$ cat src/design/cvs_pkg.sv
package cvs_pkg;
  // Core clock and slot timing, times in microseconds
  localparam int unsigned CLK_MHZ = 250;
  localparam int unsigned SLOT_US = 3000;
  localparam int unsigned FAST_SLOT_US = 1500;
  localparam int unsigned TICK_US = 1000;
  localparam int unsigned SLOT_CYC = SLOT_US * CLK_MHZ;
  localparam int unsigned FAST_SLOT_CYC = FAST_SLOT_US * CLK_MHZ;
  localparam int unsigned TICK_CYC = TICK_US * CLK_MHZ;
  // Loop structure
  localparam int NUM_CELLS = 10;
  localparam int NUM_THERM = 9;
  localparam int NUM_CH = 25;
  localparam int THERM_SLOTS = 3;
  localparam int LOOP_SET = 3;
  localparam logic [3:0] SLOT_AUX = 4'h0a;
  localparam logic [3:0] SLOT_INT = 4'h0b;
  localparam logic [3:0] SLOT_THERM = 4'h0c;
  // Converter channel codes
  localparam logic [4:0] CH_TOP = 5'h0a;
  localparam logic [4:0] CH_PACK = 5'h0b;
  localparam logic [4:0] CH_LOAD = 5'h0c;
  localparam logic [4:0] CH_TEMP = 5'h0d;
  localparam logic [4:0] CH_INTERNAL_1V8_REGULATOR = 5'h0e;
  localparam logic [4:0] CH_GND = 5'h0f;
  localparam logic [4:0] CH_THERM0 = 5'h10;
  // Register offsets
  localparam logic [7:0] REG_CTRL = 8'h00;
  localparam logic [7:0] REG_CELL_MASK = 8'h04;
  localparam logic [7:0] REG_THERM_EN = 8'h08;
  localparam logic [7:0] REG_OFFSET = 8'h0c;
  localparam logic [7:0] REG_GAIN = 8'h10;
  localparam logic [7:0] REG_SUV_THR = 8'h14;
  localparam logic [7:0] REG_SUV_DELAY = 8'h18;
  localparam logic [7:0] REG_CUV_EN = 8'h1c;
  localparam logic [7:0] REG_STATUS = 8'h20;
  localparam logic [7:0] REG_IRQ_MASK = 8'h24;
  localparam logic [7:0] REG_SEL = 8'h28;
  localparam logic [7:0] REG_MV = 8'h2c;
  localparam logic [7:0] REG_RAW = 8'h30;
  localparam logic [7:0] REG_LOOP = 8'h34;
  // Field positions
  localparam int CTRL_RUN = 0;
  localparam int CTRL_FAST = 1;
  localparam int CTRL_IDLE_LSB = 8;
  localparam int STAT_LOOP = 0;
  localparam int STAT_SET = 1;
  localparam int STAT_SUV_ALERT = 2;
  localparam int STAT_SUV_FAULT = 3;
  localparam int STAT_CUV = 4;
  localparam int STAT_W = 5;
  // Reset values
  localparam logic [9:0] CELL_MASK_RST = 10'h3ff;
  localparam logic [15:0] GAIN_RST = 16'h0100;
  // Sequencer states
  typedef enum logic [1:0] {SEQ_STOP, SEQ_MEAS, SEQ_REST} cvs_state_e;
endpackage

$ cat src/design/cvs_scheduler.sv
// Our own choices: the register addresses and the strobed register port.
`timescale 1ns/100ps
// Summary of operation
// Mux serves cells, temps, pins, regulator, ground
// Cell reading is adjacent pin difference
// Corrected cell result is 16-bit millivolts
// Raw 24-bit count kept, 32-bit readout
// Every loop converts all ten cells
// One slot rotates stack, pack, load
// One slot rotates temperature, regulator, ground
// Up to three thermistor or input slots
// Full set completes every three loops
// Loop has 12 to 15 slots
// Slot lasts 3 ms or 1.5 ms
// Idle slots appended for slower loops
// Cell mask disables unused input protections
// Results reported for every cell input
// Host validates sleep readings against neighbours
// Host spaces sleep reads beyond interval
// Spurious reading never latches long-delay fault
// Undervoltage uses comparator, ignores spurious readings
module cvs_scheduler #(
  parameter int unsigned SLOT_CYC = cvs_pkg::SLOT_CYC,
  parameter int unsigned FAST_SLOT_CYC = cvs_pkg::FAST_SLOT_CYC,
  parameter int unsigned TICK_CYC = cvs_pkg::TICK_CYC
) (
  input wire logic clk,
  input wire logic rst,
  input wire logic [7:0] reg_addr,
  input wire logic [31:0] reg_wdata,
  input wire logic reg_wr,
  input wire logic reg_rd,
  output logic [31:0] reg_rdata,
  output logic [4:0] adc_channel,
  output logic adc_start,
  input wire logic adc_done,
  input wire logic [23:0] adc_raw,
  input wire logic [cvs_pkg::NUM_CELLS-1:0] cuv_cmp,
  output logic [cvs_pkg::NUM_CELLS-1:0] cell_prot_en,
  output logic irq
);
  import cvs_pkg::*;

  // Whole block state, registered as one word
  typedef struct packed {
    cvs_state_e st; // Sequencer state
    logic [19:0] cyc; // Cycles into current slot
    logic [3:0] slot; // Measurement slot index
    logic [7:0] idle_cnt; // Idle slots still to run
    logic [1:0] phase; // Loop number within a set of three
    logic got; // Result of this slot already taken
    logic [4:0] chan; // Channel driven to the converter
    logic start; // Conversion start pulse
    logic run; // Sequencer enable
    logic fast; // Short slot select
    logic [7:0] idle; // Idle slots per loop
    logic [9:0] cell_mask; // Inputs carrying real cells
    logic [8:0] therm_en; // Enabled thermistor or general inputs
    logic [23:0] offset; // Offset trim in counts
    logic [15:0] gain; // Gain, 8 fraction bits
    logic [15:0] suv_thr; // Safety undervoltage threshold, mV
    logic [15:0] suv_delay; // Safety undervoltage delay, ms
    logic cuv_en; // Comparator undervoltage enable
    logic [STAT_W-1:0] status; // Sticky event flags
    logic [STAT_W-1:0] irq_mask; // Interrupt enables
    logic [4:0] sel; // Result readout channel
    logic [NUM_CH-1:0][15:0] mv; // Corrected results
    logic [NUM_CH-1:0][23:0] raw; // Uncorrected counts
    logic [9:0] low; // Last reading per cell below threshold
    logic [17:0] tick_cyc; // Millisecond divider
    logic [15:0] low_ms; // Time the low condition has persisted
    logic [31:0] rdata; // Read data, one cycle after strobe
  } cvs_state_s;

  cvs_state_s s;
  cvs_state_s next_s;

  // Number of enabled thermistor or general inputs
  function automatic logic [3:0] popcnt(input logic [8:0] en);
    logic [3:0] c;
    c = 4'h0;
    for (int i = 0; i < NUM_THERM; i++) begin
      c = c + {3'b000, en[i]};
    end
    return c;
  endfunction

  // Index of the last measurement slot of a loop
  function automatic logic [3:0] last_slot(input logic [8:0] en);
    logic [3:0] c;
    c = popcnt(en);
    if (c > 4'(THERM_SLOTS)) begin
      c = 4'(THERM_SLOTS);
    end
    return SLOT_THERM + c - 4'h1;
  endfunction

  // Channel measured in a slot of a given loop phase
  function automatic logic [4:0] chan_for(input logic [3:0] sl, input logic [1:0] ph,
                                          input logic [8:0] en);
    logic [3:0] c;
    logic [3:0] j;
    logic [3:0] seen;
    logic [4:0] ch;
    c = popcnt(en);
    j = sl - SLOT_THERM;
    seen = 4'h0;
    ch = CH_THERM0;
    // More than three inputs: walk the enabled list three per loop, so three
    // loops cover all nine; fewer are all measured every loop
    if (c > 4'(THERM_SLOTS)) begin
      j = 4'((32'(ph) * THERM_SLOTS + 32'(j)) % 32'(c));
    end
    for (int i = 0; i < NUM_THERM; i++) begin
      if (en[i]) begin
        if (seen == j) begin
          ch = 5'(CH_THERM0 + 5'(i));
        end
        seen = seen + 4'h1;
      end
    end
    if (sl < SLOT_AUX) begin
      ch = {1'b0, sl};
    end else if (sl == SLOT_AUX) begin
      ch = CH_TOP + {3'b000, ph};
    end else if (sl == SLOT_INT) begin
      ch = CH_TEMP + {3'b000, ph};
    end
    return ch;
  endfunction

  logic [19:0] slot_end; // Last cycle of a slot
  logic [3:0] last_meas; // Last measurement slot this loop
  logic signed [24:0] diff; // Count after offset trim
  logic signed [41:0] prod; // Trimmed count times gain
  logic [15:0] mv_calc; // Millivolt result of current conversion
  logic suv_cond; // A real cell last read below threshold
  logic cuv_ev; // Comparator undervoltage on a real cell
  logic tick; // One millisecond enable
  logic wrap; // Loop ends this cycle
  logic take; // Result captured this cycle
  logic [STAT_W-1:0] set_ev; // Events raised this cycle
  logic [STAT_W-1:0] clr; // Write-one-to-clear bits

  // Trim and scale the raw count into millivolts
  always_comb begin
    diff = $signed({1'b0, adc_raw}) - $signed({1'b0, s.offset});
    prod = diff * $signed({1'b0, s.gain});
    mv_calc = prod[23:8];
  end

  // Protection conditions only look at inputs marked as cells
  assign suv_cond = |(s.low & s.cell_mask);
  assign cuv_ev = s.cuv_en && |(cuv_cmp & s.cell_mask);
  assign slot_end = s.fast ? 20'(FAST_SLOT_CYC - 1) : 20'(SLOT_CYC - 1);
  assign last_meas = last_slot(s.therm_en);
  assign tick = s.tick_cyc == 18'(TICK_CYC - 1);

  // Next-state logic: sequencer, capture, protections, register port
  always_comb begin
    next_s = s;
    next_s.start = 1'b0;
    next_s.rdata = 32'h0000_0000;
    wrap = 1'b0;
    take = 1'b0;
    set_ev = '0;
    clr = '0;
    next_s.tick_cyc = tick ? 18'h0_0000 : s.tick_cyc + 18'h0_0001;
    case (s.st)
      SEQ_STOP: begin
        // Wait for software to enable the loop
        if (s.run) begin
          next_s.st = SEQ_MEAS;
          next_s.slot = 4'h0;
          next_s.cyc = 20'h0_0000;
          next_s.got = 1'b0;
          next_s.start = 1'b1;
          next_s.chan = chan_for(4'h0, s.phase, s.therm_en);
        end
      end
      SEQ_MEAS: begin
        // Take the first result of the slot; late extra results are ignored
        if (adc_done && !s.got) begin
          take = 1'b1;
          next_s.got = 1'b1;
          next_s.raw[s.chan] = adc_raw;
          next_s.mv[s.chan] = mv_calc;
          if (s.chan < 5'(NUM_CELLS)) begin
            next_s.low[s.chan[3:0]] = mv_calc < s.suv_thr;
          end
        end
        if (s.cyc != slot_end) begin
          next_s.cyc = s.cyc + 20'h0_0001;
        end else if (s.slot != last_meas) begin
          next_s.cyc = 20'h0_0000;
          next_s.slot = s.slot + 4'h1;
          next_s.got = 1'b0;
          next_s.start = 1'b1;
          next_s.chan = chan_for(s.slot + 4'h1, s.phase, s.therm_en);
        end else if (s.idle != 8'h00) begin
          // Slower loop: pad with idle slots after the measurements
          next_s.cyc = 20'h0_0000;
          next_s.st = SEQ_REST;
          next_s.idle_cnt = s.idle - 8'h01;
        end else begin
          wrap = 1'b1;
        end
      end
      SEQ_REST: begin
        // Idle slot: converter left alone, same slot length
        if (s.cyc != slot_end) begin
          next_s.cyc = s.cyc + 20'h0_0001;
        end else if (s.idle_cnt != 8'h00) begin
          next_s.cyc = 20'h0_0000;
          next_s.idle_cnt = s.idle_cnt - 8'h01;
        end else begin
          wrap = 1'b1;
        end
      end
      default: begin
        next_s.st = SEQ_STOP;
      end
    endcase
    // Loop end: advance the rotation, stop here if disabled
    if (wrap) begin
      set_ev[STAT_LOOP] = 1'b1;
      if (s.phase == 2'(LOOP_SET - 1)) begin
        next_s.phase = 2'b00;
        set_ev[STAT_SET] = 1'b1;
      end else begin
        next_s.phase = s.phase + 2'b01;
      end
      next_s.cyc = 20'h0_0000;
      next_s.slot = 4'h0;
      next_s.got = 1'b0;
      if (s.run) begin
        next_s.st = SEQ_MEAS;
        next_s.start = 1'b1;
        next_s.chan = chan_for(4'h0, next_s.phase, s.therm_en);
      end else begin
        next_s.st = SEQ_STOP;
      end
    end
    // A single low reading raises the alert; the fault needs it to persist
    // for the delay, so a spurious reading is cleared by the next good one
    if (!suv_cond) begin
      next_s.low_ms = 16'h0000;
    end else if (tick && s.low_ms != 16'hffff) begin
      next_s.low_ms = s.low_ms + 16'h0001;
    end
    set_ev[STAT_SUV_ALERT] = suv_cond;
    set_ev[STAT_SUV_FAULT] = suv_cond && s.low_ms >= s.suv_delay;
    set_ev[STAT_CUV] = cuv_ev;
    // Register writes
    if (reg_wr) begin
      if (reg_addr == REG_CTRL) begin
        next_s.run = reg_wdata[CTRL_RUN];
        next_s.fast = reg_wdata[CTRL_FAST];
        next_s.idle = reg_wdata[CTRL_IDLE_LSB +: 8];
      end else if (reg_addr == REG_CELL_MASK) begin
        next_s.cell_mask = reg_wdata[9:0];
      end else if (reg_addr == REG_THERM_EN) begin
        next_s.therm_en = reg_wdata[8:0];
      end else if (reg_addr == REG_OFFSET) begin
        next_s.offset = reg_wdata[23:0];
      end else if (reg_addr == REG_GAIN) begin
        next_s.gain = reg_wdata[15:0];
      end else if (reg_addr == REG_SUV_THR) begin
        next_s.suv_thr = reg_wdata[15:0];
      end else if (reg_addr == REG_SUV_DELAY) begin
        next_s.suv_delay = reg_wdata[15:0];
      end else if (reg_addr == REG_CUV_EN) begin
        next_s.cuv_en = reg_wdata[0];
      end else if (reg_addr == REG_STATUS) begin
        clr = reg_wdata[STAT_W-1:0];
      end else if (reg_addr == REG_IRQ_MASK) begin
        next_s.irq_mask = reg_wdata[STAT_W-1:0];
      end else if (reg_addr == REG_SEL) begin
        next_s.sel = reg_wdata[4:0];
      end
    end
    // Set wins over a clear in the same cycle
    next_s.status = (s.status & ~clr) | set_ev;
    // Register reads; unmapped offsets and out-of-range channels read zero
    if (reg_rd) begin
      if (reg_addr == REG_CTRL) begin
        next_s.rdata = {16'h0000, s.idle, 6'h00, s.fast, s.run};
      end else if (reg_addr == REG_CELL_MASK) begin
        next_s.rdata = {22'h00_0000, s.cell_mask};
      end else if (reg_addr == REG_THERM_EN) begin
        next_s.rdata = {23'h00_0000, s.therm_en};
      end else if (reg_addr == REG_OFFSET) begin
        next_s.rdata = {8'h00, s.offset};
      end else if (reg_addr == REG_GAIN) begin
        next_s.rdata = {16'h0000, s.gain};
      end else if (reg_addr == REG_SUV_THR) begin
        next_s.rdata = {16'h0000, s.suv_thr};
      end else if (reg_addr == REG_SUV_DELAY) begin
        next_s.rdata = {16'h0000, s.suv_delay};
      end else if (reg_addr == REG_CUV_EN) begin
        next_s.rdata = {31'h0000_0000, s.cuv_en};
      end else if (reg_addr == REG_STATUS) begin
        next_s.rdata = {27'h000_0000, s.status};
      end else if (reg_addr == REG_IRQ_MASK) begin
        next_s.rdata = {27'h000_0000, s.irq_mask};
      end else if (reg_addr == REG_SEL) begin
        next_s.rdata = {27'h000_0000, s.sel};
      end else if (reg_addr == REG_MV && s.sel < 5'(NUM_CH)) begin
        next_s.rdata = {16'h0000, s.mv[s.sel]};
      end else if (reg_addr == REG_RAW && s.sel < 5'(NUM_CH)) begin
        next_s.rdata = {{8{s.raw[s.sel][23]}}, s.raw[s.sel]};
      end else if (reg_addr == REG_LOOP) begin
        next_s.rdata = {16'h0000, last_meas + 4'h1, 2'b00, s.phase, 6'h00, s.st};
      end
    end
  end

  // State register with reset values
  always_ff @(posedge clk) begin
    if (rst) begin
      s <= '0;
      s.st <= SEQ_STOP;
      s.cell_mask <= CELL_MASK_RST;
      s.gain <= GAIN_RST;
    end else begin
      s <= next_s;
    end
  end

  // Outputs straight from state
  assign reg_rdata = s.rdata;
  assign adc_channel = s.chan;
  assign adc_start = s.start;
  assign cell_prot_en = s.cell_mask;
  assign irq = |(s.status & s.irq_mask);
endmodule

$ cat config.mk
export PLATFORM = sky130hd
export DESIGN_NAME = cvs_scheduler
export DESIGN_NICKNAME = d
export VERILOG_FILES = /design/src/design/cvs_pkg.sv /design/src/design/cvs_scheduler.sv
export SDC_FILE = /design/constraint.sdc
export NUM_CORES = 2
export LEC_CHECK = 0
export BUFFER_PORTS_ARGS = -buffer_cell sky130_fd_sc_hd__buf_2
export CAP_MARGIN = 20
export CORE_MARGIN = 2
export CORE_UTILIZATION = 30
export DETAILED_ROUTE_END_ITERATION = 8
export PLACE_DENSITY = 0.5
export SLEW_MARGIN = 20
export SYNTH_ARGS = -nofsm -noshare
export SYNTH_HDL_FRONTEND = slang
export SYNTH_SLANG_ARGS = --single-unit
$ cat constraint.sdc
create_clock -name clk -period 211.5 [get_ports clk]
set_input_delay 10.575 -clock clk [delete_from_list [all_inputs] [get_ports clk]]
set_output_delay 10.575 -clock clk [all_outputs]
set_load 0.02 [all_outputs]
==> impl_metrics.json <==
{
  "clock_sinks": 1229,
  "die_area_mm2": 0.273,
  "startpoint_type": "register",
  "fmax_mhz": 12.3,
  "ant_nets": 0,
  "die_y_um": 523,
  "period_needed_ps": 81470,
  "p_leak_nw": 31.1,
  "cts_tree": "built",
  "worst-setup-path-type": "reg -> reg",
  "grtUsageTotal_pct": 21.0,
  "nets": 10500,
  "cpPeakStageDelay_ps": 790,
  "cp.depth": 304,
  "drive_gt1_share_pct": 10.5,
  "route.detailed.drc": 0,
  "crit_path_frequent_cell": "nor2_1",
  "grt_pass1_vias": 69800,
  "cp-end-kind": "register",
  "io_pins": 128,
  "grt_max_degree": 222,
  "grt_overflow": 0,
  "hpwl_um": 201000,
  "post_cts_resized": 0,
  "stdcell_count": 13600,
  "antenna_found_initial": 43,
  "core_mm2": 0.268,
  "rsz0062_at_grt": "no",
  "nFillCells": 27900,
  "port_buffers": 119,
  "hold_viol": 0,
  "synth_cell_types": 150,
  "slowest_stage": "fa_1",
  "drv_slew": 0,
  "avgSynthCellArea_um2": 7.91,
  "start_util_pct": 30.1,
  "drtIter0Drc": 6786,
  "hold_class": "reg -> reg",
  "ctsHoldBuffers": 0,
  "status": "completed",
  "clk_pin_slew_worst_paths_ps": 60,
  "yosys_warnings": 0,
  "cap_violations": 0,
  "cts_buffers": 137,
  "synth_area_leader_cell": "dfxtp_1",
  "worst_pin_slew_ps": 1330,
  "crit_required_ps": 212240,
  "max-slew-margin-rel_pct": 11.6,
  "ys.flop_type": "dfxtp_1",
  "fin_crit_sh_pct": 38.5,
  "grt_pass1_wl_um": 443000,
  "crit_fanout": 16,
  "fin_hold_ws_ps": 449,
  "critPathBufInv": 13,
  "crit_family": "simple AND/OR/NAND/NOR gates",
  "syn_inst": 10200,
  "area_delta_synth_final_pct": 10.5,
  "synth_area_mm2": 0.0807,
  "vias_per_cell": 5.37,
  "place_congestion": 0.934,
  "ys_ff_latch": 1229,
  "clk_path_buf_depth": 3,
  "holdPathStages": 2,
  "wl_per_cell_um": 21.7,
  "wl_um": 295000,
  "place_inst": 13300,
  "cts_root_buf": "clkbuf_16",
  "synth_seq_area_share_pct": 30.5,
  "rows": 190,
  "setup_tns_ps": 0,
  "synth_area_leaders": "dfxtp_1, nand2_1, a21oi_1, mux4_2, nor2_1",
  "dr.pass1.iters": 6,
  "ir_drop_mv": 0.0273,
  "synth_edf_count": 0,
  "clk_latency_ps": 800,
  "reg2reg_depth": 304,
  "yosys.area.top_type_share_pct": 30.5,
  "synthTopCellsByCount": "nand2_1, a21oi_1, dfxtp_1, nor2_1, clkbuf_1",
  "cellPowerDensity_mw_per_mm2": 17.5,
  "die_w_um": 523,
  "vias": 73000,
  "setup_viol": 0,
  "post_cts_buffers": 0,
  "async_flop_share_pct": 0,
  "cp.arrival_ps": 82200,
  "htree_num_levels": 4,
  "synth_most_common_cell": "nand2_1",
  "fin_skew_ps": 42.6
}
-- cell usage in the layout, fill, tap and decap left out, drive strengths merged, types with 37 or more instances in the layout --
master	n
nand2	2005
a21oi	1372
dfxtp	1229
nor2	1228
inv	423
mux4	278
ha	272
buf	260
o21ai	250
xnor2	229
clkbuf	202
fa	199
nor3	168
nand3	156
and2	134
mux2i	126
xor2	113
nand4	81
o21a	76
and3	69
nand2b	63
a21o	60
a31oi	60
or2	55
o211ai	54
a211oi	54
or3	51
nor2b	44
mux2	44
nor4	42
o31ai	37
-- power by group --
group / switching [W] / total (W) / internal (W)
registers: 0.000000235 / 0.000232 / 0.000232
logic: 0.000728 / 0.00109 / 0.000360
clock network: 0.000105 / 0.000244 / 0.000139
-- tightest hold or removal path, delay by kind of cell (launching register included) --
kind,cells,cell delay [ps]
AOI/OAI and AO/OA,1,50
DFF,1,300
and+or+nand+nor,1,50
-- kinds of logic (layout without fill, tap and decap cells) --
| kind of cell | Yosys count | in the layout | synth area share (%) |
|---|---|---|---|
| and+or+nand+nor | 4234 | 4234 | 23.1 |
| AOI/OAI and AO/OA | 2352 | 2352 | 17.9 |
| DFF | 1229 | 1229 | 30.5 |
| buffers and inverters | 1127 | 928 | 5.61 |
| adders and majority gates | 474 | 474 | 9.19 |
| muxes | 448 | 448 | 9.95 |
| xor gates and xnor gates | 343 | 343 | 3.76 |
| other | 1 | 46 | 0.00464 |
-- layout make-up --
cell class / count / area [µm²] / share of cell area [%]
inverters: 421 / 1580 / 1.77
diodes: 19 / 47.5 / 0.0533
clock buffers: 201 / 3970 / 4.45
clock inverters: 45 / 624 / 0.700
flip-flops and latches: 1229 / 24600 / 27.6
multi-input cells: 7878 / 52100 / 58.4
well taps: 3552 / 4440 / 4.98
repair buffers: 261 / 1770 / 1.99
-- flip-flops by register name (all words and copies together) (netlist names) --
register,flops
s,1188
adc_channel,5
adc_start,1
reg_rdata,25
cell_prot_en,10
-- layer usage --
| metal | up-vias | routed length [µm] | track usage (%) |
|---|---|---|---|
| met5 | - | 70 | 0 |
| met4 | 10 | 11900 | 7.86 |
| met3 | 527 | 17600 | 3.00 |
| met2 | 2343 | 138000 | 35.0 |
| met1 | 35500 | 127000 | 27.4 |
| li1 | 34600 | - | - |
-- worst paths after layout --
path                 from        endpoint  slack [ps]
hold reg to reg    s[348]          s[348]         450
setup reg to reg  s[1167]  adc_channel[3]      130030
setup / recovery  s[1167]  adc_channel[3]      130030
hold / removal     s[348]          s[348]         450
-- per-stage QoR --
| stage | util, % | power, W | area [µm²] | setup WS, ps |
|---|---|---|---|---|
| final | 33.3 | 0.00156 | 89200 | 130030 |
| after global routing | 33.3 | 0.00168 | 89200 | 123170 |
| after CTS | 33.2 | 0.00155 | 89100 | 130560 |
| after detailed placement | 31.5 | 0.00130 | 84500 | 130790 |
| after global placement | 31.5 | 0.00129 | 84400 | 131670 |
| after floorplan | - | 0.00105 | 80800 | 144700 |
No activity file was read; power rests on OpenSTA's default activity.
